[src/inc/idu_consts.vh]
`ifndef IDU_CONSTS_VH
`define IDU_CONSTS_VH
// Fixed vector numbers
`define IDU_VEC_DIV        8'h00
`define IDU_VEC_STEP       8'h01
`define IDU_VEC_NMI        8'h02
`define IDU_VEC_BREAK_THREE_OP       8'h03
`define IDU_VEC_OVF        8'h04
`define IDU_VEC_BOUND      8'h05
`define IDU_VEC_ESC        8'h07
`define IDU_VEC_IOTRAP     8'h14
`define IDU_VEC_SER0       8'h1C
`define IDU_VEC_SER1       8'h20
`define IDU_VEC_DMA        8'h24
`define IDU_VEC_EXT        8'h28
`define IDU_VEC_TMR        8'h2C
`define IDU_VEC_TB         8'h2F
// Time base priority level
`define IDU_TB_PRIO        3'h7
// Service modes
`define IDU_MODE_VEC       2'h0
`define IDU_MODE_BANK      2'h1
`define IDU_MODE_MACRO     2'h2
// Macro service descriptor window, low 12 address bits
`define IDU_MS_BASE        12'hE00
`define IDU_MS_DESC_SHIFT  3
// Reset values
`define IDU_IN_SERVICE_PRIORITY_REG_RST       8'h00
`define IDU_BANK_RST       3'h0
`endif

[src/hdl/idu_dispatch.v]
`timescale 1ns/10ps
`include "idu_consts.vh"

module idu_dispatch #(
	parameter NSRC = 14
) (
	input  wire            i_clk,
	input  wire            i_rst_b,
	// Core trap conditions, one-cycle pulses at instruction end
	input  wire            i_div_error,
	input  wire            i_instr_done,
	input  wire            i_single_step_flag,
	input  wire            i_overflow_break_op,
	input  wire            i_overflow_flag,
	input  wire            i_break_three_op,
	input  wire            i_bounds_check_op,
	input  wire            i_bounds_fail,
	input  wire            i_coprocessor_escape_op,
	input  wire            i_port_io_op,
	input  wire            i_io_trap_flag,
	input  wire            i_int_enable,
	input  wire            i_nmi,
	input  wire            i_external_vectored_request,
	input  wire [7:0]      i_ext_vector,
	// I/O sources, order: ser err0 rx0 tx0 err1 rx1 tx1, dma0 dma1, ext0..2, tmr0..2
	input  wire [NSRC-1:0] i_io_req,
	input  wire            i_time_base_request,
	input  wire [3*NSRC-1:0] i_io_prio,
	input  wire [2*NSRC-1:0] i_io_mode,
	input  wire [NSRC-1:0] i_search_en,
	input  wire [7:0]      i_search_char,
	// Core state and handshakes
	input  wire [15:0]     i_program_counter,
	input  wire [15:0]     i_status_word,
	input  wire            i_priority_release_op,
	input  wire            i_bank_switch_return_op,
	input  wire [15:0]     i_bank_save_pc,
	input  wire [15:0]     i_bank_save_psw,
	input  wire [2:0]      i_bank_save_prev,
	input  wire            i_ack,
	input  wire [15:0]     i_rdata,
	input  wire [7:0]      i_ms_count,
	input  wire [7:0]      i_ms_byte,
	// Dispatch outputs
	output reg             o_take_vector,
	output reg  [7:0]      o_vector_num,
	output reg  [19:0]     o_vector_addr,
	output reg             o_push_ctx,
	output reg  [15:0]     o_new_pc,
	output reg  [15:0]     o_new_ps,
	output reg             o_load_seg,
	output reg             o_load_pc,
	output reg             o_bank_switch,
	output reg  [2:0]      o_bank,
	output reg  [15:0]     o_save_pc,
	output reg  [15:0]     o_save_psw,
	output reg  [2:0]      o_prev_bank,
	output reg             o_restore,
	output reg  [15:0]     o_restore_psw,
	output reg             o_ms_xfer,
	output reg  [11:0]     o_ms_desc_addr,
	output reg  [7:0]      o_ms_count_nxt,
	output reg             o_ext_inta,
	output reg  [7:0]      o_in_service_priority_reg,
	output reg             o_busy
);

	localparam ST_IDLE  = 4'b0001;
	localparam ST_LO    = 4'b0010;
	localparam ST_HI    = 4'b0100;
	localparam ST_MS    = 4'b1000;

	reg  [3:0]  state_ff;
	reg  [3:0]  nxt_state;
	reg  [NSRC-1:0] pend_ff;
	reg         tb_pend_ff;
	reg  [7:0]  vec_ff;
	reg         bank_ff;
	reg  [3:0]  src_ff;
	reg         is_io_ff;
	reg  [15:0] pc_word_ff;

	// Best I/O candidate by priority, lowest index wins ties
	reg  [3:0]  win_idx;
	reg  [2:0]  win_prio;
	reg         win_ok;
	reg  [1:0]  win_mode;
	reg  [7:0]  win_vec;
	integer     k;
	always @* begin
		win_idx  = 4'h0;
		win_prio = 3'h7;
		win_ok   = 1'b0;
		for (k = 0; k < NSRC; k = k + 1) begin
			if (pend_ff[k] && (!win_ok || i_io_prio[3*k +: 3] < win_prio)) begin
				win_ok   = 1'b1;
				win_idx  = k[3:0];
				win_prio = i_io_prio[3*k +: 3];
			end
		end
		win_mode = i_io_mode[2*win_idx +: 2];
		if (win_idx < 4'd3)
			win_vec = `IDU_VEC_SER0 + {4'h0, win_idx};
		else if (win_idx < 4'd6)
			win_vec = `IDU_VEC_SER1 + {4'h0, win_idx} - 8'h03;
		else if (win_idx < 4'd8)
			win_vec = `IDU_VEC_DMA + {4'h0, win_idx} - 8'h06;
		else if (win_idx < 4'd11)
			win_vec = `IDU_VEC_EXT + {4'h0, win_idx} - 8'h08;
		else
			win_vec = `IDU_VEC_TMR + {4'h0, win_idx} - 8'h0B;
	end

	// Highest in-service level gate: a level may preempt only if strictly higher
	reg  [7:0]  higher_mask;
	reg         io_allowed;
	reg         tb_allowed;
	reg  [7:0]  rel_mask;
	integer     j;
	always @* begin
		higher_mask = 8'h00;
		for (j = 0; j < 8; j = j + 1) begin
			if (j < win_prio)
				higher_mask[j] = 1'b1;
		end
		io_allowed = win_ok && ((o_in_service_priority_reg & (higher_mask | (8'h01 << win_prio))) == 8'h00);
		tb_allowed = tb_pend_ff && (o_in_service_priority_reg == 8'h00);
	end

	// Highest level in service, the one a release clears
	always @* begin
		rel_mask = o_in_service_priority_reg & (~o_in_service_priority_reg + 8'h01);
	end

	// Software trap select, fixed order
	reg         sw_trap;
	reg  [7:0]  sw_vec;
	always @* begin
		sw_trap = 1'b1;
		sw_vec  = `IDU_VEC_DIV;
		if (i_div_error)
			sw_vec = `IDU_VEC_DIV;
		else if (i_overflow_break_op && i_overflow_flag)
			sw_vec = `IDU_VEC_OVF;
		else if (i_bounds_check_op && i_bounds_fail)
			sw_vec = `IDU_VEC_BOUND;
		else if (i_break_three_op)
			sw_vec = `IDU_VEC_BREAK_THREE_OP;
		else if (i_coprocessor_escape_op)
			sw_vec = `IDU_VEC_ESC;
		else if (i_port_io_op && i_io_trap_flag)
			sw_vec = `IDU_VEC_IOTRAP;
		else if (i_instr_done && i_single_step_flag)
			sw_vec = `IDU_VEC_STEP;
		else
			sw_trap = 1'b0;
	end

	// Next state
	always @* begin
		nxt_state = state_ff;
		case (state_ff)
			ST_IDLE: begin
				if (sw_trap || i_nmi || (i_int_enable && (i_external_vectored_request || tb_allowed)))
					nxt_state = ST_LO;
				else if (io_allowed && win_mode == `IDU_MODE_MACRO)
					nxt_state = ST_MS;
				else if (io_allowed && i_int_enable && win_mode != `IDU_MODE_MACRO)
					nxt_state = (win_mode == `IDU_MODE_BANK) ? ST_HI : ST_LO;
			end
			ST_LO: if (i_ack) nxt_state = ST_HI;
			ST_HI: if (i_ack) nxt_state = ST_IDLE;
			ST_MS: if (i_ack) nxt_state = ST_IDLE;
			default: nxt_state = ST_IDLE;
		endcase
	end

	// Request capture and dispatch
	always @(posedge i_clk) begin
		if (!i_rst_b) begin
			state_ff       <= ST_IDLE;
			pend_ff        <= {NSRC{1'b0}};
			tb_pend_ff     <= 1'b0;
			vec_ff         <= 8'h00;
			bank_ff        <= 1'b0;
			src_ff         <= 4'h0;
			is_io_ff       <= 1'b0;
			pc_word_ff     <= 16'h0000;
			o_take_vector  <= 1'b0;
			o_vector_num   <= 8'h00;
			o_vector_addr  <= 20'h00000;
			o_push_ctx     <= 1'b0;
			o_new_pc       <= 16'h0000;
			o_new_ps       <= 16'h0000;
			o_load_seg     <= 1'b0;
			o_load_pc      <= 1'b0;
			o_bank_switch  <= 1'b0;
			o_bank         <= `IDU_BANK_RST;
			o_save_pc      <= 16'h0000;
			o_save_psw     <= 16'h0000;
			o_prev_bank    <= `IDU_BANK_RST;
			o_restore      <= 1'b0;
			o_restore_psw  <= 16'h0000;
			o_ms_xfer      <= 1'b0;
			o_ms_desc_addr <= 12'h000;
			o_ms_count_nxt <= 8'h00;
			o_ext_inta     <= 1'b0;
			o_in_service_priority_reg         <= `IDU_IN_SERVICE_PRIORITY_REG_RST;
			o_busy         <= 1'b0;
		end else begin
			state_ff      <= nxt_state;
			o_busy        <= (nxt_state != ST_IDLE);
			// Pulse outputs idle low unless a state raises them
			o_take_vector <= 1'b0;
			o_push_ctx    <= 1'b0;
			o_load_seg    <= 1'b0;
			o_load_pc     <= 1'b0;
			o_bank_switch <= 1'b0;
			o_restore     <= 1'b0;
			o_ms_xfer     <= 1'b0;
			o_ext_inta    <= 1'b0;
			// Pending sources: new request wins over acceptance clear
			pend_ff    <= pend_ff | i_io_req;
			tb_pend_ff <= tb_pend_ff | i_time_base_request;
			// Release the highest level in service
			if (i_priority_release_op)
				o_in_service_priority_reg <= o_in_service_priority_reg & ~rel_mask;
			// Bank return restores prior context
			if (i_bank_switch_return_op && state_ff == ST_IDLE) begin
				o_restore     <= 1'b1;
				o_bank        <= i_bank_save_prev;
				o_new_pc      <= i_bank_save_pc;
				o_restore_psw <= i_bank_save_psw;
			end
			// Per-state dispatch actions
			case (state_ff)
				ST_IDLE: begin
					is_io_ff <= 1'b0;
					bank_ff  <= 1'b0;
					if (nxt_state == ST_LO || nxt_state == ST_HI || nxt_state == ST_MS) begin
						if (sw_trap)
							vec_ff <= sw_vec;
						else if (i_nmi)
							vec_ff <= `IDU_VEC_NMI;
						else if (i_int_enable && i_external_vectored_request) begin
							vec_ff     <= i_ext_vector;
							o_ext_inta <= 1'b1;
						end else if (i_int_enable && tb_allowed) begin
							vec_ff     <= `IDU_VEC_TB;
							tb_pend_ff <= i_time_base_request;
							o_in_service_priority_reg[`IDU_TB_PRIO] <= 1'b1;
						end else begin
							vec_ff   <= win_vec;
							bank_ff  <= (win_mode == `IDU_MODE_BANK);
							src_ff   <= win_idx;
							is_io_ff <= 1'b1;
							pend_ff[win_idx] <= i_io_req[win_idx];
							if (win_mode != `IDU_MODE_MACRO)
								o_in_service_priority_reg[win_prio] <= 1'b1;
						end
						if (nxt_state == ST_HI) begin
							o_bank_switch <= 1'b1;
							o_prev_bank   <= o_bank;
							o_bank        <= win_prio;
							o_save_pc     <= i_program_counter;
							o_save_psw    <= i_status_word;
						end else if (nxt_state == ST_LO) begin
							o_push_ctx <= 1'b1;
							o_save_pc  <= i_program_counter;
							o_save_psw <= i_status_word;
						end else if (nxt_state == ST_MS) begin
							o_ms_xfer      <= 1'b1;
							o_ms_desc_addr <= `IDU_MS_BASE + {5'h00, win_idx[2:0], 3'h0};
						end
					end
				end
				ST_LO: begin
					o_take_vector <= 1'b1;
					o_vector_num  <= vec_ff;
					o_vector_addr <= {10'h000, vec_ff, 2'b00};
					if (i_ack)
						pc_word_ff <= {i_rdata[7:0], i_rdata[15:8]};
				end
				ST_HI: begin
					if (i_ack) begin
						o_load_pc <= 1'b1;
						// Bank switch takes the routine address as read, no segment load
						if (bank_ff)
							o_new_pc <= i_rdata;
						else begin
							o_load_seg <= 1'b1;
							o_new_pc   <= pc_word_ff;
							o_new_ps   <= {i_rdata[7:0], i_rdata[15:8]};
						end
					end else begin
						o_take_vector <= ~bank_ff;
						o_vector_num  <= vec_ff;
						o_vector_addr <= {10'h000, vec_ff, 2'b10};
					end
				end
				ST_MS: begin
					if (i_ack) begin
						o_ms_count_nxt <= i_ms_count - 8'h01;
						// Terminal count or search hit re-pends the source
						if (i_ms_count == 8'h01 || (i_search_en[src_ff] && i_ms_byte == i_search_char))
							pend_ff[src_ff] <= 1'b1;
					end
				end
				default: ;
			endcase
		end
	end
endmodule

[config.mk]
export PLATFORM = sky130hd
export DESIGN_NAME = idu_dispatch
export DESIGN_NICKNAME = d
export VERILOG_FILES = /design/src/hdl/idu_dispatch.v
export VERILOG_INCLUDE_DIRS = /design/src /design/src/inc
export SDC_FILE = /design/constraint.sdc
export NUM_CORES = 1
export LEC_CHECK = 0
export BUFFER_PORTS_ARGS = -buffer_cell sky130_fd_sc_hd__buf_2
export CAP_MARGIN = 25
export CORE_ASPECT_RATIO = 1.25
export CORE_UTILIZATION = 35
export DETAILED_ROUTE_END_ITERATION = 6
export GPL_TIMING_DRIVEN = 0
export PLACE_DENSITY_LB_ADDON = 0.3
export SYNTH_ARGS = -nofsm -noshare
export SYNTH_HDL_FRONTEND = slang
export SYNTH_SLANG_ARGS = --single-unit
export TNS_END_PERCENT = 50
[constraint.sdc]
create_clock -name i_clk -period 20.4 [get_ports i_clk]
set_input_delay 4.08 -clock i_clk [delete_from_list [all_inputs] [get_ports i_clk]]
set_output_delay 4.08 -clock i_clk [all_outputs]
set_load 0.005 [all_outputs]
# After elaboration in Yosys (flattened, before gate mapping)

Cells that the tools add are included.

$add $sub $neg: 12
$lt $le $gt $ge: 30
Equal/unequal tests: 14
Shift-type cells: 2
Multiplexer cells: 142
Bitwise logic cells: 20
Reductions and logical operators: 82

Operators by type and width:

| cell                                                               | count |
|---|---|
| 8-bit two-way mux                                                  | 17 |
| 16-bit two-way mux                                                 | 8 |
| 14-bit two-way mux                                                 | 7 |
| 4-bit two-way mux                                                  | 17 |
| 3-bit two-way mux                                                  | 19 |
| 1-bit two-way mux                                                  | 55 |
| 20-bit case mux with 2 select lines                                | 1 |
| 3-bit < comparator                                                 | 13 |
| 1-bit logical AND                                                  | 30 |
| 5-bit two-way mux                                                  | 6 |
| 6-bit by 4-bit adder with 7-bit output, first input constant       | 4 |
| 14-bit OR                                                          | 2 |
| 14-bit case mux with 2 select lines                                | 1 |
| 28-bit by 6-bit indexed part select with 2-bit output              | 1 |
| 8-bit AND                                                          | 3 |
| 20-bit two-way mux                                                 | 1 |
| 1-bit logical OR                                                   | 19 |
| 8-bit logical NOT                                                  | 2 |
| 8-bit NOT                                                          | 2 |
| 8-bit case mux with 2 select lines                                 | 1 |
| 7-bit by 4-bit subtractor with 8-bit output, second input constant | 2 |
| 3-bit AND reduction                                                | 5 |
| 14-bit bitwise mux                                                 | 1 |
| 1-bit logical NOT                                                  | 13 |
| 44 further kinds                                                   | 72 |

Bits in registers: 199
Input bits: 233
Output and inout bits: 151

# Depth between registers and ports, before layout

Gate-level depths: netlist of the first run.

Depth in word-level cells: 70
Gate-level depth with buffers: 114

# Least setup slack after synthesis of the first run

No wires, ideal clock.

Path type: input-to-reg
Start: input port i_io_prio[2]
End: register pend_ff[11]
Arrival time: 21.499 ns
Path slack: -1.221 ns
Cell stages on the path: 111
Cell sequence: inv_1 -> a21oi_1 -> inv_1 -> ha_1 -> nor2b_1 -> o221ai_4 -> o31ai_4 -> nor2_1 -> a21oi_1 -> ha_1 -> nand2_1 -> a211oi_1 -> mux2_2 -> a211oi_4 -> mux2i_1 -> inv_1 -> ha_1 -> nand2_1 -> [... 75 more ...] -> inv_1 -> ha_1 -> nand2_1 -> nand3_1 -> nor3_1 -> a31o_2 -> nor3_1 -> o211ai_2 -> nor3_4 -> inv_2 -> buf_4 -> a311oi_1 -> a211oi_2 -> or3_1 -> buf_2 -> and3_1 -> buf_2 -> a311o_1

Elaborated cells between the ends (all ways): 141
Classes of those cells: order compare (22); eq/ne (6); shift (2); mux (63); bitwise (2); reduce/logical (46)

RTL lines:

| item                                                                                                                    | line               | text |
|---|---|---|
| start, declared                                                                                                         | idu_dispatch.v:28  | `input wire [3*NSRC-1:0] i_io_prio,` |
| 3-bit two-way mux (*)                                                                                                   | idu_dispatch.v:95  | `if (pend_ff[k] && (!win_ok \|\| i_io_prio[3*k +: 3] < win_prio)) begin` |
| 3-bit < comparator                                                                                                      | idu_dispatch.v:95  |  |
| 1-bit logical OR                                                                                                        | idu_dispatch.v:95  |  |
| 1-bit logical AND                                                                                                       | idu_dispatch.v:95  |  |
| 3-bit two-way mux / 1-bit two-way mux (equally long branches)                                                           | idu_dispatch.v:95  |  |
| 3-bit < comparator / 1-bit logical NOT (equally long branches)                                                          | idu_dispatch.v:95  |  |
| 1-bit logical OR                                                                                                        | idu_dispatch.v:95  |  |
| 1-bit logical AND                                                                                                       | idu_dispatch.v:95  |  |
| [... 45 more ...]                                                                                                       | n/a                |  |
| named net win_idx[3]                                                                                                    | idu_dispatch.v:84  | `reg [3:0] win_idx;` |
| [... 3 more ...]                                                                                                        | n/a                |  |
| 4-bit two-way mux                                                                                                       | idu_dispatch.v:168 | `` else if (io_allowed && i_int_enable && win_mode != `IDU_MODE_MACRO) `` |
| 4-bit two-way mux                                                                                                       | idu_dispatch.v:166 | `` else if (io_allowed && win_mode == `IDU_MODE_MACRO) `` |
| 4-bit two-way mux                                                                                                       | idu_dispatch.v:164 | `if (sw_trap \|\| i_nmi \|\| (i_int_enable && (i_external_vectored_request \|\| tb_allowed)))` |
| 4-bit case mux with 3 select lines                                                                                      | idu_dispatch.v:162 | `case (state_ff)` |
| 4-bit by 2-bit equality test with 1-bit output / 4-bit by 3-bit equality test with 1-bit output (equally long branches) | idu_dispatch.v:240 | `if (nxt_state == ST_LO \|\| nxt_state == ST_HI \|\| nxt_state == ST_MS) begin` |
| 1-bit logical OR (2 in a row)                                                                                           | idu_dispatch.v:240 |  |
| 14-bit two-way mux (*)                                                                                                  | idu_dispatch.v:240 |  |
| 14-bit case mux with 2 select lines (*)                                                                                 | idu_dispatch.v:236 | `case (state_ff)` |
| end signal, assigned                                                                                                    | idu_dispatch.v:182 | `pend_ff <= {NSRC{1'b0}};` |
| end signal, assigned                                                                                                    | idu_dispatch.v:223 | `pend_ff <= pend_ff \| i_io_req;` |
| end signal, assigned by index                                                                                           | idu_dispatch.v:257 | `pend_ff[win_idx] <= i_io_req[win_idx];` |
| end, declared                                                                                                           | idu_dispatch.v:75  | `reg [NSRC-1:0] pend_ff;` |

Mark *: on every way through the listed nets, which the timed path passes. The rest lies on a longest branch. The select of a mux whose other input is x is not followed.
A chain may end at the register's enable or synchronous reset.

# Final worst setup path of the first run

Start: input port i_io_prio[1]
End: register o_save_psw[9]

Longest elaborated chain between the ends: 69
Elaborated cells between the ends (all ways): 130
Classes of those cells: order compare (20); eq/ne (6); shift (2); mux (53); bitwise (2); reduce/logical (47)

RTL lines:

| item                                                                                                                    | line                                                       | text |
|---|---|---|
| 3-bit two-way mux (*)                                                                                                   | idu_dispatch.v:95                                          |  |
| 3-bit < comparator                                                                                                      | idu_dispatch.v:95                                          |  |
| 1-bit logical OR                                                                                                        | idu_dispatch.v:95                                          |  |
| 1-bit logical AND                                                                                                       | idu_dispatch.v:95                                          |  |
| 3-bit two-way mux / 1-bit two-way mux (equally long branches)                                                           | idu_dispatch.v:95                                          |  |
| 3-bit < comparator / 1-bit logical NOT (equally long branches)                                                          | idu_dispatch.v:95                                          |  |
| 1-bit logical OR                                                                                                        | idu_dispatch.v:95                                          |  |
| 1-bit logical AND                                                                                                       | idu_dispatch.v:95                                          |  |
| [... 52 more ...]                                                                                                       | n/a                                                        |  |
| 1-bit logical AND (no line)                                                                                             | n/a                                                        |  |
| 4-bit two-way mux                                                                                                       | idu_dispatch.v:168                                         |  |
| 4-bit two-way mux (*)                                                                                                   | idu_dispatch.v:166                                         |  |
| 4-bit two-way mux (*)                                                                                                   | idu_dispatch.v:164                                         |  |
| 4-bit case mux with 3 select lines (*)                                                                                  | idu_dispatch.v:162                                         |  |
| 4-bit by 2-bit equality test with 1-bit output / 4-bit by 3-bit equality test with 1-bit output (equally long branches) | idu_dispatch.v:240, idu_dispatch.v:267, idu_dispatch.v:261 |  |
| 1-bit logical OR (2 in a row)                                                                                           | idu_dispatch.v:240                                         |  |
| 3-bit AND reduction (no line)                                                                                           | n/a                                                        |  |
| end signal, assigned                                                                                                    | idu_dispatch.v:266                                         | `o_save_psw <= i_status_word;` |
| end signal, assigned                                                                                                    | idu_dispatch.v:270                                         | `o_save_psw <= i_status_word;` |
| end, declared                                                                                                           | idu_dispatch.v:56                                          | `output reg [15:0] o_save_psw,` |

Every way passes the cells marked *; elsewhere a longest branch is shown, timed or not.

==> flow_metrics.env, run 1 <==
export IMPL_outcome="finished, violations left"
export IMPL_violations="setup timing"
export IMPL_yosysSeqAreaShare=0.3052
export IMPL_ant_nets=0
export IMPL_clk_path_buf_depth=2
export IMPL_numPortBuffers=364
export IMPL_num_vias=13040
export IMPL_crit_slowest_cell="or4b_4"
export IMPL_timing_rr_start="pend_ff[1]$_SDFF_PN0_"
export IMPL_grt_antenna_before_repair=5
export IMPL_grt_pass1_vias=12290
export IMPL_syn_area_mm2=0.01128
export IMPL_synth_seq_cells=172
export IMPL_cts_root_buf="clkbuf_16"
export IMPL_maxSlewHeadroom=0.3356
export IMPL_avgSynthCellArea_um2=7.878
export IMPL_cp_start_kind="primary input"
export IMPL_syn_to_final_growth_pct=45.16
export IMPL_r2r_end="o_save_psw[9]$_SDFFE_PN0P_"
export IMPL_yosysMostFrequentCell="nand2_1"
export IMPL_synth_area_leader_cell="dfxtp_1"
export IMPL_wl_per_cell_um=18.48
export IMPL_ys_warn_count=0
export IMPL_die_x_um=162.6
export IMPL_grt_overflow_total=0
export IMPL_cts_hold_buffers=0
export IMPL_place_area_mm2=0.01392
export IMPL_hold_class="reg -> reg"
export IMPL_irDropWorstVdd_mv=0.07761
export IMPL_num_io_pins=384
export IMPL_synth_edf_count=0
export IMPL_synth_top_cell_area_share=0.3052
export IMPL_synthTopCellsByArea="dfxtp_1, nand2_1, mux2i_1"
export IMPL_insertion_delay_ns=0.45
export IMPL_hold_ws_ns=0.4526
export IMPL_clk_pin_slew_ns=0.07
export IMPL_synth_flop_cell="dfxtp_1"
export IMPL_wl_mm=44.32
export IMPL_setup_viol_count_final=74
export IMPL_grt_max_degree=17
export IMPL_fin_ws_ns=-0.3336
export IMPL_drc=0
export IMPL_fmax_ghz=0.04823
export IMPL_post_synth_inst_count=1432
export IMPL_fin_crit_sh=1.016
export IMPL_dp_slack_ns=-2.857
export IMPL_finalMaxSlewViolations=0
export IMPL_grt_use_total=0.2541
export IMPL_timing_final_crit_period_ns=20.73
export IMPL_drive_above_1_share=0.4007
export IMPL_drv_cap=0
export IMPL_dieArea_mm2=0.03296
export IMPL_hold_path_depth=2
export IMPL_r2r_setup_slack_ns=2.78
export IMPL_min_delay_start="o_save_psw[0]$_SDFFE_PN0P_"
export IMPL_drt_first_pass_iters=6
export IMPL_synth_distinct_cells=111
export IMPL_path_class="in -> reg"
export IMPL_synthArstFlopShare=0
export IMPL_core_area_mm2=0.03179
export IMPL_total_leakage_power_nw=7.290
export IMPL_crit_top_cell="ha_4"
export IMPL_start_util=0.3549
export IMPL_fin_skew_ns=0.01009
export IMPL_fin_nets=2230
export IMPL_place_congestion=0.9372
export IMPL_htree_levels=4
export IMPL_crit_arrival_ns=21.10
export IMPL_required_ns=20.77
export IMPL_rsz0062_at_grt="true"
export IMPL_grt_first_pass_wirelength_mm=65.40
export IMPL_cp_top_family="compound AO/OA/AOI/OAI gates"
export IMPL_cts_buffers=17
export IMPL_max_stage_delay_ns=0.59
export IMPL_clock_sinks=172
export IMPL_hpwl_mm=33.30
export IMPL_reg2reg_depth=107
export IMPL_synth_top_cells_by_count="nand2_1, dfxtp_1, nor2_1, a21oi_1, mux2i_1"
export IMPL_cp_num_buf_inv=14
export IMPL_die_h_um=202.7
export IMPL_rows=73
export IMPL_drt_initial_drc_count=974
export IMPL_final_area_mm2=0.01638
export IMPL_viasPerCell=5.436
export IMPL_critical_path_endpoint_type="flop"
export IMPL_whs_endpoint="o_save_psw[0]$_SDFFE_PN0P_"
export IMPL_fin_setup_tns_ns=-16.04
export IMPL_power_density_mw_per_mm2=116.2
export IMPL_tightest_slew_ns=0.9882
export IMPL_cp_max_fo=8
export IMPL_cts_tree="yes"
export IMPL_hold_viol=0
-- how the worst max path moves through the flow --
stage	startpoint	to	slack, ns	depth (start not counted)
6_report	i_io_prio[1]	o_save_psw[9]$_SDFFE_PN0P_	-0.33	104
5_1_grt	i_io_prio[1]	o_save_psw[9]$_SDFFE_PN0P_	-1.05	106
4_1_cts	i_io_prio[5]	o_save_pc[14]$_SDFFE_PN0P_	0.004	108
3_5_place_dp	i_io_prio[2]	o_save_psw[9]$_SDFFE_PN0P_	-2.86	111
3_3_place_gp	i_io_prio[2]	o_save_psw[5]$_SDFFE_PN0P_	-2.68	111
2_1_floorplan	i_io_prio[2]	o_save_pc[0]$_SDFFE_PN0P_	-0.32	110
-- layout by cell type, fill, tap and decap left out, drive strengths merged, types with 11 or more instances in the layout --
master / synthesis / routed
buf: 53 / 557
nand2: 281 / 281
dfxtp: 172 / 172
nor2: 111 / 111
a21oi: 98 / 98
mux2i: 72 / 72
clkbuf: 47 / 65
o21ai: 55 / 55
inv: 46 / 51
a211oi: 41 / 41
nand3: 28 / 28
nor2b: 28 / 28
ha: 26 / 26
o211ai: 25 / 25
a311oi: 23 / 23
nor3: 21 / 21
and2: 20 / 20
nand2b: 19 / 19
a31oi: 19 / 19
conb: 1 / 17
or3: 16 / 16
o31ai: 14 / 14
or2: 13 / 13
and3: 12 / 12
o21a: 12 / 12
mux2: 11 / 11
-- per-layer routing --
layer / wire [um] / vias to the layer above / GRT usage
li1: - / 6227 / -
met1: 17120 / 6186 / 0.2869
met2: 22760 / 517 / 0.4557
met3: 2817 / 107 / 0.05066
met4: 1603 / 4 / 0.1148
met5: 23 / - / 0
-- metrics by stage --
step	total power [mW]	instances	utilization
after global placement	1.217	2224	0.4375
after CTS	1.750	2341	0.4887
after detailed placement	1.227	2226	0.4378
after global routing	2.016	2398	0.5151
final	1.903	2399	0.5152
after floorplan	1.001	1448	-
-- worst min-delay path, cell delays in order (launching register included) --
cell and delay, ns:
dfxtp_1 0.31, nand2_1 0.05, mux2i_1 0.05
-- layout make-up --
cell class | count | area, um2
antenna | 3 | 7.507
timing repair buffer | 509 | 3037
sequential | 172 | 3443
clock buffer | 18 | 439.2
tap | 412 | 515.5
buffer | 96 | 584.3
inverter | 46 | 185.2
clock inverter | 14 | 157.7
multi-input combinational | 1129 | 8006
fill | 3030 | 15410
-- power by group --
group / internal (mW) / leakage [nW] / switching [mW] / total [mW]
Sequential: 0.360 / 1.40 / 0.0153 / 0.375
Combinational: 0.548 / 5.60 / 0.643 / 1.19
Clock: 0.186 / 0.284 / 0.151 / 0.336
-- kinds of logic (layout without fill, tap and decap cells) --
| kind of cell | Yosys count | count (layout) | synth area share |
|---|---|---|---|
| simple gates | 590 | 590 | 0.2432 |
| fa+ha+maj | 28 | 28 | 0.03072 |
| xor+xnor | 15 | 15 | 0.01165 |
| buf+inv | 147 | 683 | 0.06555 |
| compound gates | 392 | 392 | 0.2583 |
| mux | 87 | 87 | 0.08496 |
| flops | 172 | 172 | 0.3052 |
| other cells | 1 | 20 | 0.0003324 |
-- what timing repair did --
action | CTS | global route
cloned | 2 | 1
endpoints found under the setup margin | 86 | 86
resized for setup | 69 | 106
pin swaps | 49 | 82
setup buffers | 85 | 56
(Power assumes the default switching activity.)
==> run 2, diff against run 1 <==
--- a/config.mk
+++ b/config.mk
@@ -13,6 +13,8 @@
 export DETAILED_ROUTE_END_ITERATION = 6
 export GPL_TIMING_DRIVEN = 0
 export PLACE_DENSITY_LB_ADDON = 0.3
+export SKIP_LAST_GASP = 1
+export SLEW_MARGIN = 20
 export SYNTH_ARGS = -nofsm -noshare
 export SYNTH_HDL_FRONTEND = slang
 export SYNTH_SLANG_ARGS = --single-unit
==> flow_metrics.env, run 2 (synthesis gave the netlist of run 1 again) <==
export IMPL_fin_crit_sh=1.020
export IMPL_drt_initial_drc_count=893
export IMPL_drc=0
export IMPL_cp_max_fo=7
export IMPL_critical_path_endpoint_type="flop"
export IMPL_nFillCells=3023
export IMPL_clk_path_buf_depth=2
export IMPL_grt_max_degree=17
export IMPL_hold_path_depth=2
export IMPL_clock_sinks=172
export IMPL_hold_viol=0
export IMPL_outcome="finished, violations left"
export IMPL_grt_overflow_total=0
export IMPL_path_class="in -> reg"
export IMPL_total_leakage_power_nw=7.202
export IMPL_fin_setup_tns_ns=-20.06
export IMPL_cts_tree="yes"
export IMPL_core_area_mm2=0.03179
export IMPL_final_area_mm2=0.01617
export IMPL_pwr_share_clk=0.170
export IMPL_fin_util=0.5086
export IMPL_hpwl_mm=33.31
export IMPL_irDropWorstVdd_mv=0.08047
export IMPL_cts_buffers=17
export IMPL_mostFrequentLayoutCells="buf_2, nand2_1, dfxtp_1, buf_4, nor2_1"
export IMPL_dp_cells=2224
export IMPL_grt_pass1_vias=12340
export IMPL_path_depth=113
export IMPL_cp_num_buf_inv=17
export IMPL_drt_first_pass_iters=5
export IMPL_start_util=0.3549
export IMPL_hold_class="reg -> reg"
export IMPL_violations="setup timing"
export IMPL_die_h_um=202.7
export IMPL_htree_levels=4
export IMPL_grt_first_pass_wirelength_mm=65.71
export IMPL_setup_viol_count_final=83
export IMPL_hold_ws_ns=0.4524
export IMPL_numPortBuffers=364
export IMPL_wl_mm=43.87
export IMPL_combPwrFrac=0.631
export IMPL_cts_hold_buffers=0
export IMPL_cts_root_buf="clkbuf_16"
export IMPL_crit_slowest_cell="or4_4"
export IMPL_fin_skew_ns=0.01073
export IMPL_drive_above_1_share=0.3890
export IMPL_num_vias=12860
export IMPL_ant_nets=0
export IMPL_fin_ws_ns=-0.4123
export IMPL_cp_top_family="compound AO/OA/AOI/OAI gates"
export IMPL_layoutNonFillerInstCount=2383
export IMPL_power_total_mw=1.883
export IMPL_pwr_share_seq=0.199
export IMPL_max_stage_delay_ns=0.52
export IMPL_place_congestion=0.9372
export IMPL_finalMaxSlewViolations=0
export IMPL_wl_per_cell_um=18.41
export IMPL_dp_slack_ns=-2.820
export IMPL_netSwitchingFraction=0.4264
export IMPL_final_common_cell="buf_2"
export IMPL_fmax_ghz=0.04805
export IMPL_switchingPower_mw=0.8030
export IMPL_crit_arrival_ns=21.14
export IMPL_power_density_mw_per_mm2=116.5
export IMPL_timing_final_crit_period_ns=20.81
export IMPL_syn_to_final_growth_pct=43.30
export IMPL_place_area_mm2=0.01392
export IMPL_insertion_delay_ns=0.45
export IMPL_rows=73
export IMPL_fin_nets=2215
export IMPL_die_x_um=162.6
export IMPL_required_ns=20.73
export IMPL_viasPerCell=5.398
export IMPL_internal_power_mw=1.080
export IMPL_num_io_pins=384
export IMPL_drv_cap=0
export IMPL_grt_use_total=0.2550
export IMPL_dieArea_mm2=0.03296
export IMPL_reg2reg_depth=113
export IMPL_rsz0062_at_grt="true"
export IMPL_maxSlewHeadroom=0.3551
export IMPL_cp_start_kind="primary input"
export IMPL_clk_pin_slew_ns=0.07
export IMPL_grt_antenna_before_repair=4
export IMPL_tightest_slew_ns=0.9591
run 2: cell count changes in the layout (fill, tap and decap cells not counted), moves of 4 or more:
cell	before	now
a21oi_1	83	87
a21oi_4	4	0
buf_12	4	9
buf_4	159	144
o21ai_0	28	39
o21ai_1	16	6
run 2: area by class of cell:
cell class / count / area (um2) / area share
Clock buffer: 17 / 425.4 / 0.02632
Timing Repair Buffer: 494 / 2940 / 0.1819
Buffer: 96 / 595.6 / 0.03684
Tap cell: 412 / 515.5 / 0.03189
Inverter: 46 / 182.7 / 0.01130
Sequential cell: 172 / 3443 / 0.2130
Multi-Input combinational cell: 1129 / 7918 / 0.4898
Clock inverter: 15 / 140.1 / 0.008669
Antenna cell: 2 / 5.005 / 0.0003096
run 2: worst paths after layout:
check | start | to | slack [ns]
setup / recovery | i_io_prio[2] | o_save_pc[2]$_SDFFE_PN0P_ | -0.41
hold / removal | o_save_psw[0]$_SDFFE_PN0P_ | o_save_psw[0]$_SDFFE_PN0P_ | 0.45
setup reg to reg | pend_ff[1]$_SDFF_PN0_ | o_save_pc[2]$_SDFFE_PN0P_ | 2.69
hold reg to reg | o_save_psw[0]$_SDFFE_PN0P_ | o_save_psw[0]$_SDFFE_PN0P_ | 0.45
run 2: what timing repair did:
| action | CTS | global route |
|---|---|---|
| gates cloned | 2 | 1 |
| buffers inserted | 85 | 44 |
| gates resized for setup | 68 | 71 |
| pin swaps | 52 | 60 |
| setup endpoints to repair | 86 | 86 |
run 2: power groups by stage:
stage | logic [mW] | registers (mW) | clock network (mW)
detailed placement | 0.845 | 0.382 | 0
floorplan | 0.620 | 0.382 | 0
CTS | 1.02 | 0.375 | 0.326
global route | 1.28 | 0.378 | 0.338
finish | 1.19 | 0.375 | 0.320
global placement | 0.835 | 0.381 | 0
run 2: routing by layer:
metal | GRT usage | vias up | part of all wire
met2 | 0.4713 | 473 | 0.52
met1 | 0.2824 | 6105 | 0.39
met5 | 0 | - | 0.00064
li1 | - | 6201 | -
met3 | 0.05271 | 80 | 0.063
met4 | 0.09646 | 4 | 0.026
run 2: tightest hold or removal path, delay by kind of cell (launching register included):
kind / cells / cell delay [ns]
mux: 1 / 0.05
flops: 1 / 0.31
simple gates: 1 / 0.05
==> run 3, diff against run 2 <==
==> constraint.sdc (replaced) <==
create_clock -name i_clk -period 19.95 [get_ports i_clk]
set_input_delay 3.99 -clock i_clk [delete_from_list [all_inputs] [get_ports i_clk]]
set_output_delay 3.99 -clock i_clk [all_outputs]
set_load 0.005 [all_outputs]
==> flow_metrics.env, run 3 (synthesis gave the netlist of run 1 again) <==
export IMPL_outcome="finished, violations left"
export IMPL_violations="setup timing"
export IMPL_grt_max_degree=17
export IMPL_nFillCells=3047
export IMPL_viasPerCell=5.440
export IMPL_crit_slowest_cell="a311o_1"
export IMPL_fin_util=0.5194
export IMPL_clk_path_buf_depth=2
export IMPL_cts_buffers=17
export IMPL_grt_pass1_vias=12590
export IMPL_timing_final_crit_period_ns=20.63
export IMPL_fin_skew_ns=0.01148
export IMPL_fin_nets=2236
export IMPL_tightest_slew_ns=0.9528
export IMPL_fin_crit_sh=1.034
export IMPL_insertion_delay_ns=0.43
export IMPL_wl_mm=44.76
export IMPL_cp_top_family="compound AO/OA/AOI/OAI gates"
export IMPL_drive_above_1_share=0.4030
export IMPL_die_h_um=202.7
export IMPL_max_stage_delay_ns=0.38
export IMPL_setup_viol_count_final=85
export IMPL_clock_sinks=172
export IMPL_grt_overflow_total=0
export IMPL_maxSlewHeadroom=0.3599
export IMPL_cp_start_kind="primary input"
export IMPL_dieArea_mm2=0.03296
export IMPL_grt_use_total=0.2551
export IMPL_drv_cap=0
export IMPL_path_class="in -> reg"
export IMPL_irDropWorstVdd_mv=0.07186
export IMPL_place_congestion=0.9327
export IMPL_dp_slack_ns=-3.218
export IMPL_finalMaxSlewViolations=0
export IMPL_r2r_setup_slack_ns=2.43
export IMPL_power_density_mw_per_mm2=118.6
export IMPL_wl_met3_mm=3.122
export IMPL_die_x_um=162.6
export IMPL_hold_viol=0
export IMPL_cts_root_buf="clkbuf_16"
export IMPL_drt_initial_drc_count=1077
export IMPL_fin_setup_tns_ns=-43.81
export IMPL_final_common_cell="buf_2"
export IMPL_fmax_ghz=0.04848
export IMPL_ant_nets=0
export IMPL_wl_per_cell_um=18.61
export IMPL_num_vias=13080
export IMPL_m1WireLength_mm=17.03
export IMPL_rows=73
export IMPL_cp_max_fo=7
export IMPL_fin_ws_ns=-0.6756
export IMPL_required_ns=20.27
export IMPL_drt_first_pass_iters=5
export IMPL_total_leakage_power_nw=7.335
export IMPL_crit_arrival_ns=20.94
export IMPL_num_io_pins=384
export IMPL_grt_first_pass_wirelength_mm=66.59
export IMPL_numPortBuffers=364
export IMPL_core_area_mm2=0.03179
export IMPL_clk_pin_slew_ns=0.07
export IMPL_hpwl_mm=33.09
export IMPL_mostFrequentLayoutCells="buf_2, nand2_1, dfxtp_1, buf_4, nor2_1"
export IMPL_rsz0062_at_grt="true"
export IMPL_drc=0
export IMPL_route_met2_wl_mm=23.43
export IMPL_hold_class="reg -> reg"
export IMPL_critical_path_endpoint_type="flop"
export IMPL_crit_top_cell="buf_4"
export IMPL_power_total_mw=1.959
export IMPL_cts_tree="yes"
export IMPL_grt_antenna_before_repair=6
export IMPL_start_util=0.3549
export IMPL_highest_layer="met5"
export IMPL_cp_num_buf_inv=23
export IMPL_htree_levels=4
export IMPL_syn_to_final_growth_pct=46.36
[run 3: tightest hold or removal path: cells and delay by family (launching register included)]
family,cells,cell delay (ns)
and+or+nand+nor,1,0.05
DFF,1,0.30
AOI/OAI and AO/OA,1,0.05
[run 3: area by class of cell]
cell class / instances / area [um2] / share of cell area
clock inverters: 14 / 146.4 / 0.008866
repair buffers: 515 / 3099 / 0.1877
well taps: 412 / 515.5 / 0.03122
multi-input cells: 1129 / 8061 / 0.4883
plain buffers: 96 / 615.6 / 0.03728
diodes: 3 / 7.507 / 0.0004547
flip-flops and latches: 172 / 3443 / 0.2085
clock buffers: 18 / 429.2 / 0.02599
inverters: 46 / 192.7 / 0.01167
[run 3: per-stage QoR]
stage               instance area (um2)  cells  hold slack, ns
floorplan                         11610   1448          0.4318
global placement                  13950   2224          0.4376
detailed placement                13960   2224          0.4450
CTS                               15770   2355          0.4529
global route                      16510   2404          0.4707
finish                            16510   2405          0.4512
[run 3: path summary, 6_finish.rpt]
path	from	endpoint	cells past startpoint
min	pc_word_ff[14]$_SDFFE_PN0P_	pc_word_ff[14]$_SDFFE_PN0P_	2
max reg2reg	pend_ff[1]$_SDFF_PN0_	o_save_psw[15]$_SDFFE_PN0P_	111
max	i_io_prio[1]	o_save_psw[15]$_SDFFE_PN0P_	108
min reg2reg	pc_word_ff[14]$_SDFFE_PN0P_	pc_word_ff[14]$_SDFFE_PN0P_	2
[run 3: what timing repair did]
item                       4_1_cts  5_1_grt
cloned                           2        2
setup buffers                   99       51
hold buffers                     0        0
pin swaps                       56       46
setup endpoints to repair       86       86
resized for setup               81       94
[run 3: where the power goes]
| part | switching [mW] | internal (mW) |
|---|---|---|
| sequential | 0.0154 | 0.368 |
| clock | 0.146 | 0.184 |
| combinational | 0.671 | 0.573 |
| total | 0.833 | 1.13 |
[run 3: metal layers]
metal,global-route usage,vias up
met1,0.2834,6209
met3,0.05087,87
li1,-,6237
met4,0.08511,6
met5,0,-
met2,0.4771,545
